## src/wdgrt_pkg.sv

```systemverilog
// Shared constants, register layout and timebase tables for the
// windowed watchdog reset timer.
// Assumes a single 10 MHz clock that also serves as the oscillator clock.
package wdgrt_pkg;

   // Register bus geometry
   localparam int ADDR_W = 8;
   localparam int DATA_W = 8;

   // Control register location and layout
   localparam logic [ADDR_W-1:0] CTRL_ADDR = 8'h00;
   localparam int CTRL_ACT_BIT = 7;
   localparam int CTRL_TOP_BIT = 6;
   localparam int CNT_W = 7;
   localparam int DELAY_W = 6;
   localparam logic [DATA_W-1:0] CTRL_RESET = 8'h7F;
   localparam logic [CNT_W-1:0] ROLL_FROM = 7'h40;
   localparam logic [DATA_W-1:0] READ_IDLE = 8'h00;

   // Prescaler figures; PRESCALE_CYCLES and STEP_UNIT in oscillator periods, SHORT_BASE in units of STEP_UNIT
   localparam int PRESCALE_CYCLES = 16384;
   localparam int STEP_UNIT = 64;
   localparam int SHORT_BASE = 192;
   localparam int ACC_STEP = 4;
   localparam int ACC_W = 6;

   // Reset pulse timing
   localparam int CLK_PERIOD_NS = 100;
   localparam int RESET_PULSE_NS = 500;
   localparam int RESET_PULSE_CYCLES =
      (RESET_PULSE_NS + CLK_PERIOD_NS - 1) / CLK_PERIOD_NS;
   localparam int PULSE_W = 4;

   // Timebase selection shared with the clock controller
   localparam logic [1:0] TB_2MS = 2'h0;
   localparam logic [1:0] TB_4MS = 2'h1;
   localparam logic [1:0] TB_10MS = 2'h2;
   localparam logic [1:0] TB_25MS = 2'h3;

   // Timing constant MSB for a timebase
   function automatic logic [ACC_W-1:0] wdgrt_tb_msb(input logic [1:0] sel);
      logic [ACC_W-1:0] v;
      v = 6'h04;
      unique case (sel)
         TB_2MS: v = 6'h04;
         TB_4MS: v = 6'h08;
         TB_10MS: v = 6'h14;
         TB_25MS: v = 6'h31;
      endcase
      return v;
   endfunction : wdgrt_tb_msb

   // Timing constant LSB for a timebase
   function automatic logic [ACC_W-1:0] wdgrt_tb_lsb(input logic [1:0] sel);
      logic [ACC_W-1:0] v;
      v = 6'h3B;
      unique case (sel)
         TB_2MS: v = 6'h3B;
         TB_4MS: v = 6'h35;
         TB_10MS: v = 6'h23;
         TB_25MS: v = 6'h36;
      endcase
      return v;
   endfunction : wdgrt_tb_lsb

endpackage : wdgrt_pkg

```

## src/wdgrt_prescaler.sv

```systemverilog
// Free-running prescaler that paces the watchdog counter.
// Assumes the timebase select is synchronous to clk.
`timescale 1ns/1ps
module wdgrt_prescaler #(
   parameter int PERIOD = wdgrt_pkg::PRESCALE_CYCLES,
   parameter int UNIT = wdgrt_pkg::STEP_UNIT
) (
   input wire logic clk,
   input wire logic reset,
   input wire logic [1:0] timebaseSelect,
   output logic tick
);
   import wdgrt_pkg::*;

   localparam int W = $clog2(PERIOD + 1);

   logic [W-1:0] cnt_q, cnt_d;
   logic [ACC_W-1:0] acc_q, acc_d;
   logic shortNext_q, shortNext_d;
   logic tick_q, tick_d;
   logic [W-1:0] limit;
   logic [ACC_W:0] accSum;
   logic [ACC_W:0] msbWide;
   logic [ACC_W-1:0] lsb;

   assign tick = tick_q;

   // Some steps are shortened so the average follows the timebase
   always_comb begin
      lsb = wdgrt_tb_lsb(timebaseSelect);
      msbWide = {1'b0, wdgrt_tb_msb(timebaseSelect)};
      limit = shortNext_q ? W'((SHORT_BASE + int'(lsb)) * UNIT)
                          : W'(PERIOD);
      accSum = {1'b0, acc_q} + (ACC_W+1)'(ACC_STEP);
      cnt_d = cnt_q + 1'b1;
      acc_d = acc_q;
      shortNext_d = shortNext_q;
      tick_d = 1'b0;
      if (cnt_q >= limit - 1'b1) begin
         cnt_d = '0;
         tick_d = 1'b1;
         if (accSum >= msbWide) begin
            acc_d = ACC_W'(accSum - msbWide);
            shortNext_d = 1'b1;
         end else begin
            acc_d = ACC_W'(accSum);
            shortNext_d = 1'b0;
         end
      end
   end

   always_ff @(posedge clk) begin
      if (reset) begin
         cnt_q <= '0;
         acc_q <= '0;
         shortNext_q <= 1'b0;
         tick_q <= 1'b0;
      end else begin
         cnt_q <= cnt_d;
         acc_q <= acc_d;
         shortNext_q <= shortNext_d;
         tick_q <= tick_d;
      end
   end

endmodule : wdgrt_prescaler

```

## src/wdgrt_reset_pulse.sv

```systemverilog
// Stretches a one-cycle reset request into an active-low reset pulse.
// Assumes the request is a one-cycle pulse synchronous to clk.
`timescale 1ns/1ps
module wdgrt_reset_pulse #(
   parameter int CYCLES = wdgrt_pkg::RESET_PULSE_CYCLES
) (
   input wire logic clk,
   input wire logic reset,
   input wire logic trigger,
   output logic resetPinN
);
   import wdgrt_pkg::*;

   logic [PULSE_W-1:0] cnt_q, cnt_d;
   logic pinN_q, pinN_d;

   assign resetPinN = pinN_q;

   always_comb begin
      cnt_d = cnt_q;
      if (trigger) begin
         cnt_d = PULSE_W'(CYCLES);
      end else if (cnt_q != '0) begin
         cnt_d = cnt_q - 1'b1;
      end
      pinN_d = (cnt_d == '0);
   end

   always_ff @(posedge clk) begin
      if (reset) begin
         cnt_q <= '0;
         pinN_q <= 1'b1;
      end else begin
         cnt_q <= cnt_d;
         pinN_q <= pinN_d;
      end
   end

endmodule : wdgrt_reset_pulse

```

## src/wdgrt_watchdog.sv

```systemverilog
// Top of the windowed watchdog reset timer: control register, counter,
// activation, halt handling and reset generation.
// Assumes a 10 MHz clock, a synchronous active-high reset and option
// levels that are stable while reset is high.
//
// Implementation choices: the strobed register port and the address map.
`timescale 1ns/1ps
module wdgrt_watchdog #(
   parameter int PRESCALE = wdgrt_pkg::PRESCALE_CYCLES,
   parameter int UNIT = wdgrt_pkg::STEP_UNIT
) (
   input wire logic clk,
   input wire logic reset,
   input wire logic [wdgrt_pkg::ADDR_W-1:0] address,
   input wire logic [wdgrt_pkg::DATA_W-1:0] writeData,
   input wire logic writeStrobe,
   input wire logic readStrobe,
   output logic [wdgrt_pkg::DATA_W-1:0] readData,
   input wire logic [1:0] timebaseSelect,
   input wire logic hwWatchdogOption,
   input wire logic haltResetOption,
   input wire logic haltRequest,
   output logic haltEnter,
   output logic resetPinN
);
   import wdgrt_pkg::*;

   logic [CNT_W-1:0] cnt_q, cnt_d;
   logic active_q, active_d;
   logic hwOpt_q, hwOpt_d;
   logic haltOpt_q, haltOpt_d;
   logic [DATA_W-1:0] readData_q, readData_d;
   logic haltEnter_q, haltEnter_d;
   logic tick;
   logic ctrlWrite;
   logic activeEff;
   logic activeAfter;
   logic rollReset;
   logic swReset;
   logic haltReset;
   logic trigger;

   assign readData = readData_q;
   assign haltEnter = haltEnter_q;

   // Shared prescaler, never cleared by register writes
   wdgrt_prescaler #(
      .PERIOD(PRESCALE),
      .UNIT(UNIT)
   ) u_prescaler (
      .clk(clk),
      .reset(reset),
      .timebaseSelect(timebaseSelect),
      .tick(tick)
   );

   wdgrt_reset_pulse #(
      .CYCLES(RESET_PULSE_CYCLES)
   ) u_pulse (
      .clk(clk),
      .reset(reset),
      .trigger(trigger),
      .resetPinN(resetPinN)
   );

   // Option levels are caught while reset is held
   always_comb begin
      hwOpt_d = reset ? hwWatchdogOption : hwOpt_q;
      haltOpt_d = reset ? haltResetOption : haltOpt_q;
   end

   always_ff @(posedge clk) begin
      hwOpt_q <= hwOpt_d;
      haltOpt_q <= haltOpt_d;
   end

   // Counter, activation and reset sources
   always_comb begin
      ctrlWrite = writeStrobe && (address == CTRL_ADDR);
      activeEff = active_q || hwOpt_q;
      cnt_d = cnt_q;
      if (ctrlWrite) begin
         cnt_d = writeData[CNT_W-1:0];
      end else if (tick) begin
         cnt_d = cnt_q - 1'b1;
      end
      // Activation is sticky; a clear written while active is dropped
      active_d = active_q || (ctrlWrite && writeData[CTRL_ACT_BIT]);
      activeAfter = active_d || hwOpt_q;
      rollReset = tick && !ctrlWrite && (cnt_q == ROLL_FROM)
                  && activeEff;
      swReset = ctrlWrite && activeAfter
                && !writeData[CTRL_TOP_BIT];
      haltReset = haltRequest && activeEff && haltOpt_q;
      trigger = rollReset || swReset || haltReset;
      haltEnter_d = haltRequest && !haltReset;
   end

   always_ff @(posedge clk) begin
      if (reset) begin
         cnt_q <= CTRL_RESET[CNT_W-1:0];
         active_q <= CTRL_RESET[CTRL_ACT_BIT];
         haltEnter_q <= 1'b0;
      end else begin
         cnt_q <= cnt_d;
         active_q <= active_d;
         haltEnter_q <= haltEnter_d;
      end
   end

   // Register read port, data valid in the cycle after the strobe
   always_comb begin
      readData_d = READ_IDLE;
      if (readStrobe && (address == CTRL_ADDR)) begin
         readData_d = {activeEff, cnt_q};
      end
   end

   always_ff @(posedge clk) begin
      if (reset) begin
         readData_q <= READ_IDLE;
      end else begin
         readData_q <= readData_d;
      end
   end

endmodule : wdgrt_watchdog

```

## config.mk

```make
export PLATFORM = sky130hd
export DESIGN_NAME = wdgrt_watchdog
export DESIGN_NICKNAME = d
export VERILOG_FILES = /design/src/wdgrt_pkg.sv /design/src/wdgrt_prescaler.sv /design/src/wdgrt_reset_pulse.sv /design/src/wdgrt_watchdog.sv
export SDC_FILE = /design/constraint.sdc
export NUM_CORES = 1
export LEC_CHECK = 0
export BUFFER_PORTS_ARGS = -buffer_cell sky130_fd_sc_hd__clkbuf_2
export CAP_MARGIN = 0
export CORE_UTILIZATION = 50
export DETAILED_ROUTE_END_ITERATION = 7
export GPL_ROUTABILITY_DRIVEN = 0
export PLACE_DENSITY = 0.72
export SYNTH_ARGS = -nofsm -noshare
export SYNTH_HDL_FRONTEND = slang
export SYNTH_SLANG_ARGS = --single-unit
```

## constraint.sdc

```tcl
create_clock -name clk -period 6.6 [get_ports clk]
set_clock_uncertainty 0.2 [all_clocks]
set_input_delay 0.33 -clock clk [delete_from_list [all_inputs] [get_ports clk]]
set_output_delay 0.33 -clock clk [all_outputs]
set_load 0.05 [all_outputs]
```

## Yosys cells after proc, flatten, opt, wreduce, memory -nomap -nowiden

Index checks and enable logic that the tools add are counted.

- Register bits: 47
- Output and inout port bits: 10
- Word-level logic and storage cells: 62

- Add/sub/neg operators: 7
- $lt $le $gt $ge: 2
- Eq/ne operators: 4
- Muxes and demuxes: 10
- Bitwise logic cells: 1
- Reduce and logical (&&, ||, !) cells: 26

Operators by type and width:

| operator | number |
|---|---|
| 6-bit one-hot mux with 4 select lines | 2 |
| 15-bit by 1-bit adder with 15-bit output, second input constant | 1 |
| 15-bit >= comparator | 1 |
| 15-bit two-way mux | 1 |
| 15-bit by 1-bit subtractor with 15-bit output, second input constant | 1 |
| 7-bit two-way mux | 2 |
| 1-bit logical AND | 11 |
| 8-bit by 6-bit adder with 9-bit output, first input constant | 1 |
| 8-bit logical NOT | 1 |
| 4-bit two-way mux | 2 |
| 6-bit by 3-bit adder with 7-bit output, second input constant | 1 |
| 7-bit equality test, second input constant | 1 |
| 7-bit by 6-bit >= comparator with 1-bit output | 1 |
| 7-bit by 1-bit subtractor with 7-bit output, second input constant | 1 |
| 6-bit two-way mux | 1 |
| 6-bit subtractor | 1 |
| 1-bit logical OR | 5 |
| 2-bit equality test, second input constant | 2 |
| 4-bit logical NOT | 1 |
| 4-bit nonzero test | 1 |
| 2-bit OR reduction | 2 |
| 4-bit by 1-bit subtractor with 4-bit output, second input constant | 1 |
| 1-bit logical NOT | 3 |
| 2-bit by 1-bit equality test with 1-bit output, second input constant | 1 |
| other kinds (4) | 5 |

## Longest topological paths before layout

Gate-level depths: netlist (run 1).

- Depth after elaboration: 11
- Depth in mapped cells: 9
- Gate-level depth less buffers: 9

## By module

Synthesis (run 1) repeated with hierarchy kept, for this count alone.

- Cell total of the unflattened synthesis: 274
- Area, all modules: 2494.9 µm²

By module, submodules not included:

| module | times used | cells an instance | area an instance (µm²) | sequential area each (µm²) |
|---|---|---|---|---|
| wdgrt_prescaler | 1 | 167 | 1427.6 | 460.4 |
| wdgrt_watchdog | 1 | 81 | 812.0 | 400.4 |
| wdgrt_reset_pulse | 1 | 26 | 255.2 | 100.1 |

## Least setup slack after synthesis (run 1)

Ideal clock, no wire load.

- Kind: reg2reg
- Start: register u_prescaler.shortNext_q
- End: register u_prescaler.acc_q[5]
- Library setup time: 0.124 ns
- Arrival: 2.035 ns
- Path slack: 4.241 ns
- Cell stages (with the launch flop): 10
- Clock period less this slack: 2.359 ns
- Path through: dfxtp_1 -> nor2b_1 -> and2_1 -> ha_1 -> nand4_1 -> or4_4 -> o211a_2 -> nand2_4 -> buf_6 -> o32ai_2

- Cells in the longest elaborated chain, start to end: 3

Ends and longest elaborated chain:

| item | line | text |
|---|---|---|
| start, declared | wdgrt_prescaler.sv:19 | `logic shortNext_q, shortNext_d;` |
| start signal, assigned | wdgrt_prescaler.sv:61 | `shortNext_q <= shortNext_d;` |
| 15-bit two-way mux | wdgrt_prescaler.sv:32 | `limit = shortNext_q ? W'((SHORT_BASE + int'(lsb)) * UNIT)` |
| 15-bit by 1-bit subtractor with 15-bit output | wdgrt_prescaler.sv:39 | `if (cnt_q >= limit - 1'b1) begin` |
| 15-bit >= comparator | wdgrt_prescaler.sv:39 |  |
| end signal, assigned | wdgrt_prescaler.sv:55 | `acc_q <= '0;` |
| end signal, assigned | wdgrt_prescaler.sv:60 | `acc_q <= acc_d;` |
| end, declared | wdgrt_prescaler.sv:18 | `logic [ACC_W-1:0] acc_q, acc_d;` |

Every way passes these cells.
A chain may end at the register's enable or synchronous reset.

## Worst setup path after layout (run 1)

- Start: register u_prescaler.shortNext_q
- End: register u_prescaler.acc_q[3]

Same word-level chain as after synthesis.

==> results summary, run 1 <==
The iteration count of the initial detailed-routing pass is 4. The post-route core utilization came out at 60.6%. The total count of hold-check failures in the final report came to 0.

The met3 usage is 4.80%. The CTS tree is yes. The number of antenna violations at the first check in global routing came to 0. Dividing the detail-routed wire length by the instance count gives 13.3 um.

The y dimension of the die is 73.6 um. The kind of cell with the highest combined delay along the critical path is simple AND/OR/NAND/NOR gates. The global routing's busiest layer is met2. The flip-flop and latch count after synthesis is 47. The count of input and output buffers came out at 34. The floorplan step defined a die boundary enclosing 5420 um2. The met2 global-route usage is 34.0%.

The die width is 73.6 um. The repair_antennas step left the layout with diodes totalling 0. The top cell types in the final layout, fill and taps aside, are 45 x sky130_fd_sc_hd__dfxtp_1, 34 x sky130_fd_sc_hd__clkbuf_2, 28 x sky130_fd_sc_hd__nand2_1, 18 x sky130_fd_sc_hd__nor3_1, 18 x sky130_fd_sc_hd__ha_1. 35 I/O pins were placed. The number of buffers inserted by hold repair at cts came out at 1. The detail route stage leaves a number of antenna-violating nets equal to 0.

The count of buffer and inverter cells on the critical path is 0. The clock insertion delay at the later pin of the skew report came out at 0.31 ns. The total power density per cell area came out at 219 nW/um2. The achievable clock frequency is 395 MHz. The maximum cell stage delay along the critical path is 0.56 ns. The number of synthesized flops with an enable pin is 2. In this run the deepest clock path goes through 2 buffers. The number of clock sinks seen by CTS came out at 47. The fraction of layout instances using a drive strength above 1 is 17.9%. The critical path in this run is classified as register to register. The slew at the pin closest to its max-slew limit is 0.575 ns. The number of cells produced by synthesis is 286. The post-synthesis area per instance came out at 8.96 um2.

The first-pass GRT wire length is 8550 um. After clock tree synthesis, the clock-pin slew on the worst setup and hold paths is 0.09 ns. Post-CTS timing repair inserted 0 buffers for setup. The via count of the first global-routing pass is 1911. In this run the worst path has a maximum fanout of 18. The met1 track utilization from global routing is 26.5%. The worst path uses 38.3% of the clock period. The maximum number of pins on one net before global-route repair is 28. During synthesis, Yosys emitted a total of 0 warnings.

The max-slew violation total from the final report is 0. Once the floorplan was initialized, standard cells occupied 53.2% of the core. The run finished with clean final reports. The layout net count came out at 366.

The TritonCTS buffer count came out at 5. The sequential fraction of the synthesis area came out at 37.5%. The required time of the critical path is 6.57 ns. The post-synthesis cell type count came out at 57. In the routed design, unresolved DRC markers number 0. The share of async-settable or async-resettable flops after synthesis came out at 0%. The half-perimeter wire length of the detailed placement result came out at 3840 um. The area growth from synthesis to layout is 13.8%. The total wirelength of the detailed-routed design came out at 5180 um.

The reported max-cap violation count came out at 0. The mean number of vias per cell came out at 5.50. The number of standard-cell rows in the floorplan came out at 25. Setup repair after global routing left no endpoint under its margin. The arrival time reported for the critical path endpoint is 2.50 ns. STA classifies the critical path endpoint as a register. The maximum VDD drop is 0.104 mV.

STA classifies the critical path startpoint as a register. In this run the clock root is driven by a sky130_fd_sc_hd__clkbuf_8. Among all flip-flop cells after synthesis, the most frequent one is sky130_fd_sc_hd__dfxtp_1. In the final timing run, aggregate negative setup slack is 0 ns.

The worst slew margin relative to its limit is 61.7%. The H-tree depth reported by CTS is 2. In this run the standard cell core region covers 4820 um2. Walking the worst path, the cells encountered are nor2b_1, and2_1, ha_1, nand4_1, or4_4, o211a_2, nand2_4, a311oi_2. The number of vias in the routed layout came out at 2149. The worst path in the final design needs a cycle of 2.53 ns, including I/O delays and setup.

The analysis attributes to cell leakage a power of 1.24 nW. The remaining global-route overflow came out at 0. The final number of setup-violating endpoints is 0. The worst hold path belongs to the class primary input to register.

The number of DRC markers in iteration 0 came out at 38. On the critical path, the stage with the largest delay is an instance of sky130_fd_sc_hd__or4_4. Leaving out fill and tap cells, the most frequent cell in the layout is sky130_fd_sc_hd__dfxtp_1.

The all-layer global routing usage came out at 20.7%. After clock tree synthesis, the repair step resized 0 gates. The synthesized cell area came out at 2560 um2.
==> cell families after synthesis <==
| logic type | Yosys count | share of synthesized area [%] |
|---|---|---|
| simple gates | 118 | 25.0 |
| compound gates | 55 | 16.3 |
| flops | 47 | 37.5 |
| xor+xnor | 22 | 7.52 |
| buf+inv | 21 | 3.37 |
| fa+ha+maj | 18 | 8.78 |
| mux | 3 | 1.22 |
| other cells | 2 | 0.293 |
==> path summary, 6_finish.rpt <==
path	from	endpoint	slack (ns)	cells after the start
min	hwWatchdogOption	hwOpt_q	0.01	1
max	u_prescaler.shortNext_q	u_prescaler.acc_q[3]	4.07	8
max reg2reg	u_prescaler.shortNext_q	u_prescaler.acc_q[3]	4.07	8
min reg2reg	u_prescaler.cnt_q[0]	u_prescaler.cnt_q[0]	0.25	1
==> synthesized netlist by cell type, types with 2 or more instances <==
| master | count | area (um2) |
|---|---|---|
| sky130_fd_sc_hd__a211oi_1 | 3 | 22.5 |
| sky130_fd_sc_hd__a21oi_1 | 9 | 45.0 |
| sky130_fd_sc_hd__a31oi_1 | 5 | 31.3 |
| sky130_fd_sc_hd__and2_1 | 12 | 75.1 |
| sky130_fd_sc_hd__and3_1 | 3 | 18.8 |
| sky130_fd_sc_hd__and4_1 | 2 | 17.5 |
| sky130_fd_sc_hd__clkbuf_1 | 5 | 18.8 |
| sky130_fd_sc_hd__conb_1 | 2 | 7.51 |
| sky130_fd_sc_hd__dfxtp_1 | 45 | 901 |
| sky130_fd_sc_hd__edfxtp_1 | 2 | 60.1 |
| sky130_fd_sc_hd__ha_1 | 18 | 225 |
| sky130_fd_sc_hd__inv_1 | 15 | 56.3 |
| sky130_fd_sc_hd__mux2i_1 | 2 | 20.0 |
| sky130_fd_sc_hd__nand2_1 | 28 | 105 |
| sky130_fd_sc_hd__nand2b_1 | 3 | 18.8 |
| sky130_fd_sc_hd__nand3_1 | 11 | 55.1 |
| sky130_fd_sc_hd__nand4_1 | 6 | 37.5 |
| sky130_fd_sc_hd__nor2_1 | 11 | 41.3 |
| sky130_fd_sc_hd__nor2b_1 | 4 | 25.0 |
| sky130_fd_sc_hd__nor3_1 | 18 | 90.1 |
| sky130_fd_sc_hd__nor4_1 | 2 | 12.5 |
| sky130_fd_sc_hd__o211a_1 | 2 | 20.0 |
| sky130_fd_sc_hd__o211ai_1 | 6 | 45.0 |
| sky130_fd_sc_hd__o21a_1 | 4 | 30.0 |
| sky130_fd_sc_hd__o21ai_0 | 10 | 50.1 |
| sky130_fd_sc_hd__or3_1 | 7 | 43.8 |
| sky130_fd_sc_hd__xnor2_1 | 11 | 96.3 |
| sky130_fd_sc_hd__xor2_1 | 11 | 96.3 |
==> worst register-to-register path: cells and delay by family (launching register included) <==
kind                     cells  cell delay (ns)
AND/OR/NAND/NOR              5             1.24
flip-flops                   1             0.35
adder cells (fa/ha/maj)      1             0.31
AO/OA/AOI/OAI                2             0.30
==> per-stage QoR <==
step / total power, W / hold WS [ns] / area (um2) / worst slack (ns) / cells
2_1_floorplan: 0.000407 / 0.220 / 2570 / 4.24 / 287
3_3_place_gp: 0.000431 / 0.244 / 2790 / 4.08 / 382
3_5_place_dp: 0.000434 / 0.245 / 2790 / 4.01 / 382
4_1_cts: 0.000645 / 0.00432 / 2920 / 4.05 / 391
5_1_grt: 0.000676 / 0.00529 / 2920 / 3.93 / 391
6_report: 0.000640 / 0.0110 / 2920 / 4.07 / 391
==> flip-flops by register name, indices dropped and copies added (netlist names), 4 cells and up <==
register           cells
cnt_q                  7
u_prescaler.acc_q      6
u_pulse.cnt_q          4
u_prescaler.cnt_q     15
readData               8
==> per-layer routing <==
layer | up-vias | share of wire, %
li1 | 1104 | -
met1 | 992 | 47
met2 | 45 | 47
met3 | 8 | 4.1
met4 | 0 | 1.2
met5 | - | 0
==> power by group <==
| group | internal (W) | leakage (nW) | switching, W |
|---|---|---|---|
| clock network | 0.000109 | 0.0600 | 0.000102 |
| logic | 0.0000518 | 0.800 | 0.0000654 |
| registers | 0.000300 | 0.384 | 0.0000114 |
| total | 0.000461 | 1.24 | 0.000179 |
==> final cells by class <==
class                   instances  area, um2
repair buffers                 35        180
fillers                       461       1900
multi-input cells             219       1520
well taps                      67       83.8
flip-flops and latches         47        961
clock buffers                   7        108
clock inverters                 1       8.76
inverters                      15       56.3
Power figures use the tool's default switching activity.
==> run 2: changes to the inputs <==
==> constraint.sdc (replaced) <==
create_clock -name clk -period 2.5 [get_ports clk]
set_clock_uncertainty 0.2 [all_clocks]
set_input_delay 0.125 -clock clk [delete_from_list [all_inputs] [get_ports clk]]
set_output_delay 0.125 -clock clk [all_outputs]
set_load 0.05 [all_outputs]
==> run 2 against run 1 <==
Global-route usage grew 1.3 points. Critical path depth stayed put. Final cell count up 4.1%. Cell area grew 6.0%. Via count up 2.6%. Maximum frequency grew 6.3%. Sequential share of layout area shrank 1.8 points. Register-to-register slack lost 4.0 ns. Combinational power increased to 2.8 times the previous value. Critical path type unchanged. Largest cell class unchanged.
==> results summary, run 2 (synthesized netlist as in run 1, its figures left out) <==
Run status: completed (unchanged). The remaining global-route overflow was 0 (unchanged). The largest fanout on the critical path came to 7 (was 18). The die width came out at 73.6 um (unchanged). The core area is 4820 um2 (unchanged).

The time the final worst path needs with I/O delays and setup was 2.38 ns (was 2.53 ns). The clock-pin slew of the registers on the worst-case setup and hold paths came out at 0.10 ns (was 0.09 ns). The number of DRC markers in iteration 0 is 92 (was 38). The global routing's busiest layer is met2 (unchanged). The effective utilization at floorplan came out at 53.2% (unchanged).

The element type at the critical path end was a register (unchanged). The reported max-cap violation count is 0 (unchanged). The max-slew violation total from the final report is 0 (unchanged). The count of input and output buffers is 34 (unchanged).

The layout overhead on the synthesized area is 20.6% (was 13.8%). The number of clock sinks seen by CTS came to 47 (unchanged). The via count of the first global-routing pass is 2120 (was 1911). Commonest cells after routing, fill and taps aside: 44 x sky130_fd_sc_hd__dfxtp_1, 34 x sky130_fd_sc_hd__clkbuf_2, 28 x sky130_fd_sc_hd__nand2_1, 18 x sky130_fd_sc_hd__nor3_1, 17 x sky130_fd_sc_hd__ha_1 (was 45 x sky130_fd_sc_hd__dfxtp_1, 34 x sky130_fd_sc_hd__clkbuf_2, 28 x sky130_fd_sc_hd__nand2_1, 18 x sky130_fd_sc_hd__nor3_1, 18 x sky130_fd_sc_hd__ha_1). The DRC violations left is 0 (unchanged). The part of the cycle the worst path needs is 95.2% (was 38.3%). The most common cell after layout, fill and taps aside is sky130_fd_sc_hd__dfxtp_1 (unchanged). The achievable clock frequency is 420 MHz (was 395 MHz). The met1 track utilization from global routing came to 27.4% (was 26.5%).

The launching element type of the critical path is a register (unchanged). The number of antenna violations at the first check in global routing came out at 0 (unchanged). The H-tree depth reported by CTS is 2 (unchanged).

The total power density per cell area came out at 558 nW/um2 (was 219 nW/um2). The final total negative setup slack came out at 0 ns (unchanged). The number of vias in the routed layout came to 2205 (was 2149). The iteration count of the initial detailed-routing pass came out at 4 (unchanged). The CTS tree is yes (unchanged).

The multi-input gate area in the final layout came out at 1550 um2 (was 1520 um2). The setup fix buffers added after clock tree synthesis is 0 (unchanged). The number of standard-cell rows in the floorplan is 25 (unchanged). The total wirelength of the detailed-routed design is 5410 um (was 5180 um). The y dimension of the die came out at 73.6 um (unchanged).

The clock tree root driver cell was sky130_fd_sc_hd__clkbuf_8 (unchanged). The maximum number of pins on one net before global-route repair is 27 (was 28). The number of diodes came out at 0 (unchanged). The mean number of vias per cell was 5.42 (was 5.50). The all-layer global routing usage came out at 22.0% (was 20.7%). The TritonCTS buffer count is 5 (unchanged). The maximum VDD drop came out at 0.259 mV (was 0.104 mV). The top register by number of flip-flops is u_prescaler.cnt_q (unchanged). The number of nets with antenna violations after routing is 0 (unchanged). The number of top-level pins came out at 35 (unchanged). The power consumption came to 0.00173 W (was 0.000640 W). The total count of hold-check failures in the final report is 0 (unchanged). The total area of sequential cells was 962 um2 (was 961 um2). The least setup slack across all paths after layout came out at 0.120 ns (was 4.07 ns). The met3 usage came out at 3.02% (was 4.80%).

The fraction of layout instances using a drive strength above 1 came out at 19.4% (was 17.9%). The required time of the critical path was 2.52 ns (was 6.57 ns). The total die area came out at 5420 um2 (unchanged). The final number of setup-violating endpoints was 0 (unchanged).

The half-perimeter wire length of the detailed placement result is 3870 um (was 3840 um). The first-pass GRT wire length is 9180 um (was 8550 um). The number of flip-flops in the largest register came out at 15 (unchanged). The average wire per cell in the routed design came out at 13.3 um (about the same). The class of the most critical setup path is register to register (unchanged).

The met2 global-route usage came out at 38.7% (was 34.0%). The worst-case clock buffer depth was 2 (unchanged). The layout net count is 382 (was 366). Setup repair after global routing missed its margin: false (unchanged).

The clock insertion delay at the later pin of the skew report is 0.30 ns (was 0.31 ns). The worst hold path class is primary input to register (unchanged). The number of fill cells in the layout is 442 (was 461).

The static leakage came out at 1.31 nW (was 1.24 nW). The worst setup timing slack at the placement stage is 0.0583 ns (was 4.01 ns). The arrival time reported for the critical path endpoint came out at 2.40 ns (was 2.50 ns).
[run 2: changes by cell type in the layout (fill, tap and decap cells not counted), sizes merged]
cell,change
bufinv,+1
clkbuf,-2
buf,+6
dlygate4sd3,+10
clkinvlp,+1
[run 2: where the power goes]
part           internal [W]  total, W  switching [W]
Sequential         0.000791  0.000821      0.0000297
Combinational      0.000151  0.000329       0.000177
Clock              0.000301  0.000575       0.000274
[run 2: through the flow]
step | hold slack [ns] | std cells | util [%] | area [um2]
floorplan | 0.0239 | 287 | - | 2570
global placement | 0.125 | 388 | 58.9 | 2840
detailed placement | 0.120 | 388 | 58.9 | 2840
CTS | 0.0289 | 407 | 63.6 | 3060
global route | 0.0383 | 407 | 64.2 | 3090
finish | 0.0342 | 407 | 64.2 | 3090
[run 2: repair_timing]
item / 4_1_cts / 5_1_grt
hold endpoints to repair: 11 / 0
endpoints found under the setup margin: 0 / 15
hold buffers: 11 / 0
gates resized for setup: 0 / 4
[run 2: final cells by class]
cell class | count | area share (%)
sequential | 47 | 31.1
clock buffer | 5 | 2.22
multi-input combinational | 219 | 50.1
inverter | 15 | 1.82
timing repair buffer | 51 | 10.5
clock inverter | 3 | 1.50
tap | 67 | 2.71
[run 2: per-layer routing]
| layer | part of all wire [%] | vias to the layer above | wire [um] |
|---|---|---|---|
| met2 | 49 | 50 | 2640 |
| li1 | - | 1135 | - |
| met5 | 0 | - | 0 |
| met4 | 0.72 | 0 | 39 |
| met1 | 46 | 1016 | 2490 |
| met3 | 4.4 | 4 | 238 |
[run 2: final timing paths]
path,startpoint,to,slack (ns),cells past startpoint
worst max-delay path,u_prescaler.shortNext_q,u_prescaler.acc_q[5],0.12,8
worst min-delay path,reset,cnt_q[5],0.03,4
worst max register to register,u_prescaler.shortNext_q,u_prescaler.acc_q[5],0.12,8
worst min register to register,u_prescaler.cnt_q[0],u_prescaler.cnt_q[0],0.27,1
[run 2: critical path, cell delays in order, from the launching register on]
cell and delay (ns):
sky130_fd_sc_hd__dfxtp_2 0.35, sky130_fd_sc_hd__nor2b_1 0.14, sky130_fd_sc_hd__and2_1 0.15, sky130_fd_sc_hd__ha_1 0.31
sky130_fd_sc_hd__nand4_1 0.12, sky130_fd_sc_hd__or4_4 0.52, sky130_fd_sc_hd__o211ai_4 0.16, sky130_fd_sc_hd__o21ai_4 0.09
sky130_fd_sc_hd__o32ai_2 0.25
